### src/shared/ocfl_map.svh
// register offsets, command codes and fixed figures of the counters and fault log
`ifndef OCFL_MAP_SVH
`define OCFL_MAP_SVH

// ==================================================
// register byte offsets
`define OCFL_FAN_SPEED_OFS     8'h00
`define OCFL_OVL_LEVEL_OFS     8'h04
`define OCFL_ENC_SPEED_OFS     8'h08
`define OCFL_ENC_COUNT_OFS     8'h0c
`define OCFL_PWR_HOURS_OFS     8'h10
`define OCFL_ENA_TENTHS_OFS    8'h14
`define OCFL_ENERGY_OFS        8'h18
`define OCFL_FAN_HOURS_OFS     8'h1c
`define OCFL_ALARM_OFS         8'h20
`define OCFL_FAULT_OFS         8'h24
`define OCFL_CNT_RST_CMD_OFS   8'h28
`define OCFL_AO1_SEL_OFS       8'h2c
`define OCFL_AO2_SEL_OFS       8'h30
`define OCFL_LAST_SPEED_OFS    8'h34
`define OCFL_HIST_BASE_OFS     8'h40
`define OCFL_HIST_LAST_OFS     8'hdc

// ==================================================
// counter reset command values
`define OCFL_CMD_FAN_HOURS     16'h0002
`define OCFL_CMD_ENA_TENTHS    16'h0003
`define OCFL_CMD_ENERGY        16'h0004

// ==================================================
// limits and codes
`define OCFL_OVL_FULL          16'h0064
`define OCFL_OVL_FAULT_CODE    16'h0048
`define OCFL_ENC_MAX           16'h9c40
`define OCFL_FAN_MAX           16'h3a98
`define OCFL_AO_ENC_SRC        16'h0031
`define OCFL_SEC_PER_HOUR      12'he10
`define OCFL_SEC_PER_TENTH     12'h168
`define OCFL_WH_PER_KWH        10'h3e8
`define OCFL_SPD_SHIFT         3
`define OCFL_SUSPECT_BIT       15
`define OCFL_CLOCK_HZ          25000000

`endif

### src/shared/ocfl_pkg.sv
// shared types of the counters and fault log block
package ocfl_pkg;

  // ==================================================
  // which non-volatile counter a restore word goes to
  typedef enum logic [1:0] {
    OCFL_NV_POWERED,
    OCFL_NV_ENABLED,
    OCFL_NV_ENERGY,
    OCFL_NV_FAN
  } ocfl_nv_sel_type;

  typedef logic [15:0] ocfl_word_type;

endpackage

### src/shared/ocfl_slot_if.sv
// one fault history record travelling between slots
`timescale 1ns/1ns
interface ocfl_slot_if;
  ocfl_pkg::ocfl_word_type code;
  ocfl_pkg::ocfl_word_type day_month;
  ocfl_pkg::ocfl_word_type year;
  ocfl_pkg::ocfl_word_type time_hm;

  modport drv (output code, output day_month, output year, output time_hm);
  modport rcv (input code, input day_month, input year, input time_hm);
endinterface

### src/ocfl_top.sv
// operating counters, monitor readouts and ten-deep fault history behind APB
`timescale 1ns/1ns
`include "ocfl_map.svh"
module ocfl_top #(
  parameter int SEC_CYC        = `OCFL_CLOCK_HZ,
  parameter int FAN_GATE_CYC   = `OCFL_CLOCK_HZ,
  parameter int FAN_PULSES_REV = 2,
  parameter int ENC_LINES      = 1024,
  parameter int ENC_WIN_CYC    = 60 * `OCFL_CLOCK_HZ / ENC_LINES,
  parameter int OVL_TICK_CYC   = `OCFL_CLOCK_HZ / 100,
  parameter int HIST_DEPTH     = 10
) (
  input  wire logic        core_clk,
  input  wire logic        rst_b,
  input  wire logic [7:0]  paddr,
  input  wire logic        psel,
  input  wire logic        penable,
  input  wire logic        pwrite,
  input  wire logic [31:0] pwdata,
  output logic [31:0]      prdata,
  output logic             pready,
  output logic             pslverr,
  input  wire logic        fan_tach_pulse,
  input  wire logic        fan_running,
  input  wire logic        enc_step,
  input  wire logic        enc_dir_cw,
  input  wire logic        ovl_over_current,
  input  wire logic        drive_enabled,
  input  wire logic        energy_wh_pulse,
  input  wire logic [9:0]  alarm_number,
  input  wire logic        fault_event,
  input  wire logic [9:0]  fault_number,
  input  wire logic        fault_clear,
  input  wire logic [4:0]  rtc_day,
  input  wire logic [3:0]  rtc_month,
  input  wire logic [6:0]  rtc_year,
  input  wire logic [4:0]  rtc_hour,
  input  wire logic [5:0]  rtc_minute,
  input  wire logic        rtc_valid,
  input  wire logic        nv_load,
  input  wire logic [1:0]  nv_sel,
  input  wire logic [15:0] nv_data,
  output logic             motor_overload_fault,
  output logic [15:0]      ao1_data,
  output logic [15:0]      ao2_data
);

  // ==================================================
  // reset release
  logic rst_meta_r;
  logic rst_s_b;
  always_ff @(posedge core_clk or negedge rst_b) begin
    if (!rst_b) begin
      rst_meta_r <= 1'b0;
      rst_s_b    <= 1'b0;
    end else begin
      rst_meta_r <= 1'b1;
      rst_s_b    <= rst_meta_r;
    end
  end

  // ==================================================
  // apb access
  logic        wr_en;
  logic [15:0] wword;
  logic [15:0] cnt_cmd;
  assign wr_en   = psel & penable & pready & pwrite;
  assign wword   = pwdata[15:0];
  assign cnt_cmd = (wr_en && paddr == `OCFL_CNT_RST_CMD_OFS) ? wword : 16'h0000;

  // ==================================================
  // second and overload ticks
  logic [31:0] sec_cnt_r;
  logic        sec_tick;
  logic [31:0] ovl_cnt_r;
  logic        ovl_tick;
  assign sec_tick = (sec_cnt_r == 32'(SEC_CYC - 1));
  assign ovl_tick = (ovl_cnt_r == 32'(OVL_TICK_CYC - 1));
  always_ff @(posedge core_clk or negedge rst_s_b) begin
    if (!rst_s_b) begin
      sec_cnt_r <= 32'h0000_0000;
      ovl_cnt_r <= 32'h0000_0000;
    end else begin
      sec_cnt_r <= sec_tick ? 32'h0000_0000 : sec_cnt_r + 32'h0000_0001;
      ovl_cnt_r <= ovl_tick ? 32'h0000_0000 : ovl_cnt_r + 32'h0000_0001;
    end
  end

  // ==================================================
  // motor overload
  logic [15:0] ovl_level_r;
  logic        ovl_fault_rise;
  assign ovl_fault_rise = (ovl_level_r == `OCFL_OVL_FULL) & ~motor_overload_fault;
  always_ff @(posedge core_clk or negedge rst_s_b) begin
    if (!rst_s_b) begin
      ovl_level_r          <= 16'h0000;
      motor_overload_fault <= 1'b0;
    end else begin
      if (ovl_tick) begin
        if (ovl_over_current && ovl_level_r < `OCFL_OVL_FULL)
          ovl_level_r <= ovl_level_r + 16'h0001;
        else if (!ovl_over_current && ovl_level_r != 16'h0000)
          ovl_level_r <= ovl_level_r - 16'h0001;
      end
      // held until the fault is acknowledged while the level is below full
      if (ovl_level_r == `OCFL_OVL_FULL)
        motor_overload_fault <= 1'b1;
      else if (fault_clear)
        motor_overload_fault <= 1'b0;
    end
  end

  // ==================================================
  // encoder count and speed
  logic [15:0] enc_count_r;
  logic [31:0] enc_win_r;
  logic [15:0] enc_steps_r;
  logic [18:0] spd_acc_r;
  logic [15:0] enc_speed_r;
  logic        enc_win_end;
  assign enc_win_end = (enc_win_r == 32'(ENC_WIN_CYC - 1));
  always_ff @(posedge core_clk or negedge rst_s_b) begin
    if (!rst_s_b) begin
      enc_count_r <= 16'h0000;
    end else if (enc_step) begin
      if (enc_dir_cw)
        enc_count_r <= (enc_count_r >= `OCFL_ENC_MAX) ? 16'h0000 : enc_count_r + 16'h0001;
      else
        enc_count_r <= (enc_count_r == 16'h0000) ? `OCFL_ENC_MAX : enc_count_r - 16'h0001;
    end
  end

  // window of one line period per rpm, so steps per window equal rpm
  always_ff @(posedge core_clk or negedge rst_s_b) begin
    if (!rst_s_b) begin
      enc_win_r   <= 32'h0000_0000;
      enc_steps_r <= 16'h0000;
      spd_acc_r   <= 19'h00000;
      enc_speed_r <= 16'h0000;
    end else begin
      enc_win_r <= enc_win_end ? 32'h0000_0000 : enc_win_r + 32'h0000_0001;
      if (enc_win_end) begin
        enc_steps_r <= {15'h0000, enc_step};
        // first-order smoothing, shift chosen for about half a second
        spd_acc_r   <= spd_acc_r - (spd_acc_r >> `OCFL_SPD_SHIFT)
                       + {3'h0, enc_steps_r};
        enc_speed_r <= spd_acc_r[18:3];
      end else if (enc_step && enc_steps_r != 16'hffff) begin
        enc_steps_r <= enc_steps_r + 16'h0001;
      end
    end
  end

  // ==================================================
  // fan speed
  logic [31:0] fan_gate_r;
  logic [15:0] fan_pulses_r;
  logic [15:0] fan_rpm_r;
  logic [31:0] fan_calc;
  assign fan_calc = 32'(fan_pulses_r) * 32'(60 / FAN_PULSES_REV);
  always_ff @(posedge core_clk or negedge rst_s_b) begin
    if (!rst_s_b) begin
      fan_gate_r   <= 32'h0000_0000;
      fan_pulses_r <= 16'h0000;
      fan_rpm_r    <= 16'h0000;
    end else if (fan_gate_r == 32'(FAN_GATE_CYC - 1)) begin
      fan_gate_r   <= 32'h0000_0000;
      fan_pulses_r <= {15'h0000, fan_tach_pulse};
      fan_rpm_r    <= (fan_calc > 32'(`OCFL_FAN_MAX)) ? `OCFL_FAN_MAX : fan_calc[15:0];
    end else begin
      fan_gate_r <= fan_gate_r + 32'h0000_0001;
      if (fan_tach_pulse && fan_pulses_r != 16'hffff)
        fan_pulses_r <= fan_pulses_r + 16'h0001;
    end
  end

  // ==================================================
  // operating counters
  logic [11:0] pwr_sec_r;
  logic [11:0] ena_sec_r;
  logic [11:0] fan_sec_r;
  logic [9:0]  wh_r;
  logic [15:0] pwr_hours_r;
  logic [15:0] ena_tenths_r;
  logic [15:0] energy_r;
  logic [15:0] fan_hours_r;
  logic        nv_pwr;
  logic        nv_ena;
  logic        nv_eng;
  logic        nv_fan;
  // restore words come from the external store after power-up
  assign nv_pwr = nv_load && nv_sel == ocfl_pkg::OCFL_NV_POWERED;
  assign nv_ena = nv_load && nv_sel == ocfl_pkg::OCFL_NV_ENABLED;
  assign nv_eng = nv_load && nv_sel == ocfl_pkg::OCFL_NV_ENERGY;
  assign nv_fan = nv_load && nv_sel == ocfl_pkg::OCFL_NV_FAN;

  always_ff @(posedge core_clk or negedge rst_s_b) begin
    if (!rst_s_b) begin
      pwr_sec_r   <= 12'h000;
      pwr_hours_r <= 16'h0000;
    end else if (nv_pwr) begin
      pwr_hours_r <= nv_data;
    end else if (sec_tick) begin
      if (pwr_sec_r == `OCFL_SEC_PER_HOUR - 12'h001) begin
        pwr_sec_r   <= 12'h000;
        pwr_hours_r <= pwr_hours_r + 16'h0001;
      end else begin
        pwr_sec_r <= pwr_sec_r + 12'h001;
      end
    end
  end

  always_ff @(posedge core_clk or negedge rst_s_b) begin
    if (!rst_s_b) begin
      ena_sec_r    <= 12'h000;
      ena_tenths_r <= 16'h0000;
    end else if (cnt_cmd == `OCFL_CMD_ENA_TENTHS) begin
      ena_sec_r    <= 12'h000;
      ena_tenths_r <= 16'h0000;
    end else if (nv_ena) begin
      ena_tenths_r <= nv_data;
    end else if (sec_tick && drive_enabled) begin
      if (ena_sec_r == `OCFL_SEC_PER_TENTH - 12'h001) begin
        ena_sec_r    <= 12'h000;
        // natural 16-bit wrap past 65535 tenths
        ena_tenths_r <= ena_tenths_r + 16'h0001;
      end else begin
        ena_sec_r <= ena_sec_r + 12'h001;
      end
    end
  end

  always_ff @(posedge core_clk or negedge rst_s_b) begin
    if (!rst_s_b) begin
      wh_r     <= 10'h000;
      energy_r <= 16'h0000;
    end else if (cnt_cmd == `OCFL_CMD_ENERGY) begin
      wh_r     <= 10'h000;
      energy_r <= 16'h0000;
    end else if (nv_eng) begin
      energy_r <= nv_data;
    end else if (energy_wh_pulse) begin
      if (wh_r == `OCFL_WH_PER_KWH - 10'h001) begin
        wh_r     <= 10'h000;
        energy_r <= energy_r + 16'h0001;
      end else begin
        wh_r <= wh_r + 10'h001;
      end
    end
  end

  always_ff @(posedge core_clk or negedge rst_s_b) begin
    if (!rst_s_b) begin
      fan_sec_r   <= 12'h000;
      fan_hours_r <= 16'h0000;
    end else if (cnt_cmd == `OCFL_CMD_FAN_HOURS) begin
      fan_sec_r   <= 12'h000;
      fan_hours_r <= 16'h0000;
    end else if (nv_fan) begin
      fan_hours_r <= nv_data;
    end else if (sec_tick && fan_running) begin
      if (fan_sec_r == `OCFL_SEC_PER_HOUR - 12'h001) begin
        fan_sec_r   <= 12'h000;
        fan_hours_r <= fan_hours_r + 16'h0001;
      end else begin
        fan_sec_r <= fan_sec_r + 12'h001;
      end
    end
  end

  // ==================================================
  // analog output routing and source selects
  logic [15:0] ao1_sel_r;
  logic [15:0] ao2_sel_r;
  always_ff @(posedge core_clk or negedge rst_s_b) begin
    if (!rst_s_b) begin
      ao1_sel_r <= 16'h0000;
      ao2_sel_r <= 16'h0000;
      ao1_data  <= 16'h0000;
      ao2_data  <= 16'h0000;
    end else begin
      if (wr_en && paddr == `OCFL_AO1_SEL_OFS)
        ao1_sel_r <= wword;
      if (wr_en && paddr == `OCFL_AO2_SEL_OFS)
        ao2_sel_r <= wword;
      // other sources live outside this block and read as zero here
      ao1_data <= (ao1_sel_r == `OCFL_AO_ENC_SRC) ? enc_count_r : 16'h0000;
      ao2_data <= (ao2_sel_r == `OCFL_AO_ENC_SRC) ? enc_count_r : 16'h0000;
    end
  end

  // ==================================================
  // active codes and fault capture
  logic [15:0] alarm_r;
  logic [15:0] fault_r;
  logic [15:0] last_speed_r;
  logic        push;
  logic [15:0] push_code;
  assign push      = fault_event | ovl_fault_rise;
  // an external fault in the same cycle takes precedence
  assign push_code = fault_event ? {6'h00, fault_number} : `OCFL_OVL_FAULT_CODE;
  always_ff @(posedge core_clk or negedge rst_s_b) begin
    if (!rst_s_b) begin
      alarm_r      <= 16'h0000;
      fault_r      <= 16'h0000;
      last_speed_r <= 16'h0000;
    end else begin
      alarm_r <= {6'h00, alarm_number};
      if (push) begin
        fault_r      <= push_code;
        last_speed_r <= enc_speed_r;
      end else if (fault_clear) begin
        fault_r <= 16'h0000;
      end
    end
  end

  // ==================================================
  // fault history chain
  ocfl_slot_if link [HIST_DEPTH+1] ();
  assign link[0].code      = push_code;
  assign link[0].day_month = {3'h0, rtc_day, 4'h0, rtc_month};
  // suspect bit marks context taken before the clock source is valid
  assign link[0].year      = {~rtc_valid, 8'h00, rtc_year};
  assign link[0].time_hm   = {3'h0, rtc_hour, 2'h0, rtc_minute};

  genvar gi;
  generate
    for (gi = 0; gi < HIST_DEPTH; gi++) begin : g_slot
      ocfl_hist_slot u_slot (
        .core_clk (core_clk),
        .rst_s_b  (rst_s_b),
        .shift    (push),
        .prev     (link[gi]),
        .cur      (link[gi+1])
      );
    end
  endgenerate

  logic [15:0] hist_word [HIST_DEPTH][4];
  generate
    for (gi = 0; gi < HIST_DEPTH; gi++) begin : g_view
      assign hist_word[gi][0] = link[gi+1].code;
      assign hist_word[gi][1] = link[gi+1].day_month;
      assign hist_word[gi][2] = link[gi+1].year;
      assign hist_word[gi][3] = link[gi+1].time_hm;
    end
  endgenerate

  // ==================================================
  // read mux and apb answer
  logic [15:0] rd_word;
  logic        rd_hit;
  logic [7:0]  hofs;
  assign hofs = paddr - `OCFL_HIST_BASE_OFS;
  always_comb begin
    rd_word = 16'h0000;
    rd_hit  = 1'b1;
    case (paddr)
      `OCFL_FAN_SPEED_OFS:   rd_word = fan_rpm_r;
      `OCFL_OVL_LEVEL_OFS:   rd_word = ovl_level_r;
      `OCFL_ENC_SPEED_OFS:   rd_word = enc_speed_r;
      `OCFL_ENC_COUNT_OFS:   rd_word = enc_count_r;
      `OCFL_PWR_HOURS_OFS:   rd_word = pwr_hours_r;
      `OCFL_ENA_TENTHS_OFS:  rd_word = ena_tenths_r;
      `OCFL_ENERGY_OFS:      rd_word = energy_r;
      `OCFL_FAN_HOURS_OFS:   rd_word = fan_hours_r;
      `OCFL_ALARM_OFS:       rd_word = alarm_r;
      `OCFL_FAULT_OFS:       rd_word = fault_r;
      `OCFL_CNT_RST_CMD_OFS: rd_word = 16'h0000;
      `OCFL_AO1_SEL_OFS:     rd_word = ao1_sel_r;
      `OCFL_AO2_SEL_OFS:     rd_word = ao2_sel_r;
      `OCFL_LAST_SPEED_OFS:  rd_word = last_speed_r;
      default: begin
        if (paddr >= `OCFL_HIST_BASE_OFS && paddr <= `OCFL_HIST_LAST_OFS
            && paddr[1:0] == 2'b00)
          rd_word = hist_word[hofs[7:4]][hofs[3:2]];
        else
          rd_hit = 1'b0;
      end
    endcase
  end

  // one wait-free access cycle: answer raised in the cycle after setup
  always_ff @(posedge core_clk or negedge rst_s_b) begin
    if (!rst_s_b) begin
      pready  <= 1'b0;
      pslverr <= 1'b0;
      prdata  <= 32'h0000_0000;
    end else begin
      pready  <= psel & ~penable;
      pslverr <= psel & ~penable & ~rd_hit;
      prdata  <= (psel && !penable && !pwrite) ? {16'h0000, rd_word} : 32'h0000_0000;
    end
  end

endmodule

### src/ocfl_hist_slot.sv
// one slot of the fault history shift log
`timescale 1ns/1ns
module ocfl_hist_slot (
  input  wire logic   core_clk,
  input  wire logic   rst_s_b,
  input  wire logic   shift,
  ocfl_slot_if.rcv    prev,
  ocfl_slot_if.drv    cur
);

  // ==================================================
  // all four fields move on the same edge
  always_ff @(posedge core_clk or negedge rst_s_b) begin
    if (!rst_s_b) begin
      cur.code      <= 16'h0000;
      cur.day_month <= 16'h0000;
      cur.year      <= 16'h0000;
      cur.time_hm   <= 16'h0000;
    end else if (shift) begin
      cur.code      <= prev.code;
      cur.day_month <= prev.day_month;
      cur.year      <= prev.year;
      cur.time_hm   <= prev.time_hm;
    end
  end

endmodule

### config.mk
export PLATFORM = sky130hd
export DESIGN_NAME = ocfl_top
export DESIGN_NICKNAME = d
export VERILOG_FILES = /design/src/shared/ocfl_pkg.sv /design/src/shared/ocfl_slot_if.sv /design/src/ocfl_top.sv /design/src/ocfl_hist_slot.sv
export VERILOG_INCLUDE_DIRS = /design/src /design/src/shared
export SDC_FILE = /design/constraint.sdc
export NUM_CORES = 2
export LEC_CHECK = 0
export ABC_AREA = 1
export BUFFER_PORTS_ARGS = -buffer_cell sky130_fd_sc_hd__buf_2
export CORE_AREA = 2 2 310 312
export CTS_CLUSTER_SIZE = 10
export DETAILED_ROUTE_END_ITERATION = 12
export DIE_AREA = 0 0 312 314
export PLACE_DENSITY = 0.66
export SYNTH_ARGS = -nofsm -noshare
export SYNTH_HDL_FRONTEND = slang
export SYNTH_SLANG_ARGS = --single-unit
### constraint.sdc
create_clock -name core_clk -period 43.6 [get_ports core_clk]
set_clock_uncertainty 0.1 [all_clocks]
set_input_delay 6.54 -clock core_clk [delete_from_list [all_inputs] [get_ports core_clk]]
set_output_delay 6.54 -clock core_clk [all_outputs]
set_load 0.01 [all_outputs]
# == Word-level counts from Yosys, hierarchy flattened ==
# Index checks and enable logic that the tools add are counted.
# classes
n_addsub,21
mul,1
order_cmp,7
n_eq_ne,35
mux,61
bitwise,14
reduce_logical,51
# ops
operator,count
2-to-1 mux 16 bit,34
binary-select mux 64 bit (select 4 bit),1
one-hot mux 16 bit (14 select lines),1
adder 16 x 1 -> 16 bit (second input constant),8
adder 32 x 1 -> 32 bit (second input constant),4
2-to-1 mux 32 bit,4
2-to-1 mux 64 bit,2
2-to-1 mux 12 bit,9
== test 32 x 25 -> 1 bit (second input constant),2
2-to-1 mux 10 bit,5
== test 8 x 6 -> 1 bit (second input constant),6
adder 12 x 1 -> 12 bit (second input constant),3
binary-select mux 16 bit (select 2 bit),1
== test 16 x 2 -> 1 bit (second input constant),2
== test 16 x 6 -> 1 bit (second input constant),2
== test 32 x 18 -> 1 bit (second input constant),1
== test 32 x 21 -> 1 bit (second input constant),1
== test 8 x 5 -> 1 bit (second input constant),4
!= test 16 bit (second input constant),2
subtractor 16 x 1 -> 16 bit (second input constant),2
== test 12 bit (second input constant),2
> comparator 21 x 14 -> 1 bit (second input constant),1
multiplier 16 x 4 -> 20 bit (second input constant),1
nonzero test 2 bit,10
other kinds (34),82
# word_totals
ff_bits,920
input_bits,121
out_inout_bits,67

# == Logic depth before layout (Yosys ltp) ==
# logic_depth
depth_word,11
mapped_depth,22
ltp_nobuf,21

# == Hierarchy ==
# From an unflattened synthesis, not the netlist that was laid out.
# hier_totals
cells_unflattened,7933
hier_area_um2,60443.0
# modules_own_cells
mod,n_inst,cells_per_inst,area_per_inst_um2,seq_area_each_um2
ocfl_top,1,5233,35982.0,11836.4
ocfl_hist_slot,10,270,2446.1,1601.5

# == Worst setup path after synthesis ==
# No wires, ideal clock.
# synth_path
path_kind,input to register
from,in ovl_over_current
to,reg ovl_level_r[9]
arrival_ns,8.578
required_ns,43.373
setup_slack_ns,34.795
path_stages,9
path_buffers,0
path_cell_list,nand4_1 -> ha_1 -> a21oi_1 -> nand2_1 -> a21boi_0 -> o21ai_0 -> a21oi_1 -> xor2_1 -> o21ai_0
# synth_via
elab_chain_len,4
# synth_lines
item,line,rtl
"start, declared",ocfl_top.sv:27,"input wire logic ovl_over_current,"
zero test 1 bit,ocfl_top.sv:102,else if (!ovl_over_current && ovl_level_r != 16'h0000)
logical AND 1 bit,ocfl_top.sv:102,
nonzero test 2 bit (no source line),--,
AND reduction 2 bit (no source line),--,
"end signal, assigned",ocfl_top.sv:101,ovl_level_r <= ovl_level_r + 16'h0001;
"end signal, assigned",ocfl_top.sv:103,ovl_level_r <= ovl_level_r - 16'h0001;
"end, declared",ocfl_top.sv:91,logic [15:0] ovl_level_r;
# Parallel ways exist; a longest one is shown, timed or not.
# A chain may end at the register's enable or synchronous reset.

# == Final worst setup path ==
# layout_path
from,in fault_event
to,reg fault_r[3]
# layout_via
elab_chain_len,2
# layout_lines
item,line,rtl
"start, declared",ocfl_top.sv:31,"input wire logic fault_event,"
2-to-1 mux 10 bit (no source line) / OR 1 bit (equally long branches),--,
2-to-1 mux 16 bit / nonzero test 2 bit (equally long branches),--,
"end signal, assigned",ocfl_top.sv:310,fault_r <= push_code;
"end, declared",ocfl_top.sv:295,logic [15:0] fault_r;
# Parallel ways exist; a longest one is shown, timed or not.

==> metrics.txt <==
ys flop type=dfrtp_1; maximum fanout along the worst path=between 200 and 300; row count=113; CP top delay family=buffers and inverters; WL/cell=approximately 18 um; gpl congestion=around 0.96; Max-Cap Viols=0; Worst EP arrival=about 10 ns; pin count of the biggest net entering global routing=about 260; M3 GR Usage=0.0568; area leader, netlist=dfrtp_1; Startpoint Class=input pin; Final Setup Violations=0; Fillers=roughly 9,100; Hold Slack=0.249 ns; Final Hold Vio Count=0; Detailed Route WL=around 130 mm; Synth Register Bits=~850; final worst path period need=a little over 10 ns; total clock sinks=853; f_max=just under 100 MHz; Synth-to-Final Area Change=10.2%; PD cells=approximately 43 mW/mm^2; post-route ant nets=0; RSZ-0062 raised after global routing=false; clock slew at reported path FFs=~0.06 ns; Final HPWL DP=around 94 mm; DRC violations left=0; Mapped Area=around 0.047 mm^2; Post-Synthesis Cells=just over 6,000; met2 Track Usage GR=0.414; Setup CP Type=input pin to flop; fin crit share=0.231; most frequent cell after synthesis=nand2_1; DRT iter0 DRCs=3,739; Nets=about 6,400; Critical Path Max Stage Delay=about 0.83 ns; Fin Setup TNS=0 ns; Final Power=2.24 mW; Longest Clk Path Bufs=3; Rel. slew slack=0.177; endpoint class of the critical path=flop; met1 Use GR=0.388; clk root buf=clkbuf_16; Core ar.=between 0.09 and 0.1 mm^2; Commonest cells post-synth=nand2_1 (1,695), dfrtp_1 (853), inv_1 (842); class of the worst hold path=flop to flop; area share of the largest cell type after synthesis=0.456; Seq. cell area=0.0213 mm^2; Top Ports=~190; Pre-Repair DR Iteration Count=6; PostCTS Resize Cnt=0; H-tree Lvls=3; Slew Limit Fails=0; Congestion Overflow GR=0; Worst Path Required=between 40 and 50 ns; number of port buffers=155; post-synthesis sequential area ratio=0.456; Lkg Pwr=between 20 and 30 nW; vias in the first global route=38,800; first-pass GRT wire length=214 mm; crit path buf inv count=5; busiest layer in global routing=met2; Num CTS Buffers=approximately 100; vias per cell=approximately 5.5; Die Y=approximately 310 um; peak supply drop=46.9 uV; CP max-delay cell=buf_4; via count=~42,000; multi-input logic area=0.0214 mm^2; FFs w/ async S/R, synth=1.00; CTS tree=done; full die area=around 0.098 mm^2; Die X=312 um; Synth Warn #=0; worst path cell trace=buf_2 > clkinv_1 > nand2_4 > buf_4 > buf_4 > buf_12 > or2_2 > o21ai_0; cell repeated most along the worst path=buf_4; share of post-route cells with drive strength above 1=0.0602; initial antenna violation count=9; top post-synthesis cells by area=dfrtp_1 (46%), nand2_1 (14%), inv_1 (6.7%); Post-CTS Setup Repair Bufs=0; Total GRT Usage=0.273; Skew-Pair Late Insertion Delay=approximately 0.70 ns; Worst-Margin Slew=between 1 and 1.5 ns; CTS Hold Buffers Added=0; Post-synth EDFFs=0; status=finished, final reports clean; Netlist cell types=a little under 60; Mean Syn Cell Area=just under 8 um^2; Starting Density=0.496
-- flip-flops by register name (all words and copies together) (netlist names), 16 cells and up --
signal,flops
ao1_sel_r,16
g_slot.u_slot.cur.day_month,90
pwr_hours_r,16
enc_win_r,32
enc_speed_r,16
sec_cnt_r,32
ao2_sel_r,16
g_slot.u_slot.cur.year,80
ena_tenths_r,16
fan_hours_r,16
ao2_data,16
ovl_cnt_r,32
enc_count_r,16
fan_pulses_r,16
g_slot.u_slot.cur.time_hm,110
ao1_data,16
enc_steps_r,16
last_speed_r,16
energy_r,16
fan_gate_r,32
prdata,16
spd_acc_r,19
ovl_level_r,16
g_slot.u_slot.cur.code,100
-- cells by family (layout without fill, tap and decap cells) --
group / after synthesis / count (layout) / synth area share
adders and majority gates: 137 / 137 / 0.0440
other: 2 / 22 / 0.000160
buffers and inverters: 1085 / 1194 / 0.0899
AOI/OAI and AO/OA: 1064 / 1064 / 0.130
and+or+nand+nor: 2796 / 2796 / 0.251
xor gates and xnor gates: 156 / 156 / 0.0292
DFF: 853 / 853 / 0.456
-- through the flow --
stage / setup slack, ns / instances / instance area, um^2 / utilization
global route: 33.29 / 7484 / 51600 / 0.546
floorplan: 17.96 / 6108 / 46900 / -
finish: 33.54 / 7487 / 51600 / 0.547
CTS: 33.68 / 7482 / 51600 / 0.546
global placement: 32.95 / 7336 / 48600 / 0.515
detailed placement: 32.97 / 7336 / 48600 / 0.515
-- cells in the final DEF (no fill, tap or decap), types with 10 or more instances in the layout --
| cell | count |
|---|---|
| a211oi_1 | 10 |
| a21oi_1 | 166 |
| a221oi_1 | 19 |
| a22oi_1 | 36 |
| a31oi_1 | 17 |
| buf_2 | 155 |
| buf_4 | 30 |
| clkbuf_1 | 19 |
| clkbuf_16 | 102 |
| clkbuf_8 | 15 |
| clkinv_1 | 10 |
| conb_1 | 17 |
| dfrtp_1 | 852 |
| fa_1 | 46 |
| ha_1 | 91 |
| inv_1 | 840 |
| nand2_1 | 1691 |
| nand2_2 | 11 |
| nand3_1 | 277 |
| nand3b_1 | 10 |
| nand4_1 | 133 |
| nor2_1 | 416 |
| nor3_1 | 143 |
| nor4_1 | 72 |
| o2111ai_1 | 31 |
| o211ai_1 | 15 |
| o21ai_0 | 521 |
| o21ai_1 | 24 |
| o221ai_1 | 15 |
| o22ai_1 | 168 |
| or2_2 | 13 |
| xnor2_1 | 34 |
| xor2_1 | 122 |
-- layout make-up --
| class | count | area share |
|---|---|---|
| Antenna cell | 5 | 0.000242 |
| Clock buffer | 136 | 0.0548 |
| Clock inverter | 10 | 0.00301 |
| Inverter | 859 | 0.0626 |
| Multi-Input combinational cell | 4170 | 0.414 |
| Sequential cell | 853 | 0.414 |
| Tap cell | 1265 | 0.0307 |
| Timing Repair Buffer | 189 | 0.0209 |
-- worst paths after layout --
| path | start | to | slack (ns) | cells past startpoint |
|---|---|---|---|---|
| worst min-delay path | rst_meta_r | rst_s_b | 0.25 | 0 |
| worst max-delay path | fault_event | fault_r[3] | 33.54 | 8 |
| min in group asynchronous | rst_s_b | ovl_cnt_r[2] | 0.30 | 0 |
| worst min register to register | rst_meta_r | rst_s_b | 0.25 | 0 |
| max in group asynchronous | rst_b | rst_s_b | 37.76 | 1 |
| worst max register to register | ovl_level_r[8] | fault_r[3] | 38.60 | 11 |
-- power breakdown --
part	total [mW]	leakage [nW]	internal, mW	switching [mW]
registers	0.938	11.0	0.869	0.0688
logic	0.519	13.3	0.180	0.339
clock network	0.785	1.46	0.453	0.332
-- routing by layer --
| layer | wire length, um | share of wire |
|---|---|---|
| met5 | 36 | 0.00027 |
| met3 | 10400 | 0.077 |
| met1 | 59900 | 0.44 |
| met2 | 59300 | 0.44 |
| met4 | 5050 | 0.038 |
Note: power is estimated with default switching activity, not from simulation.
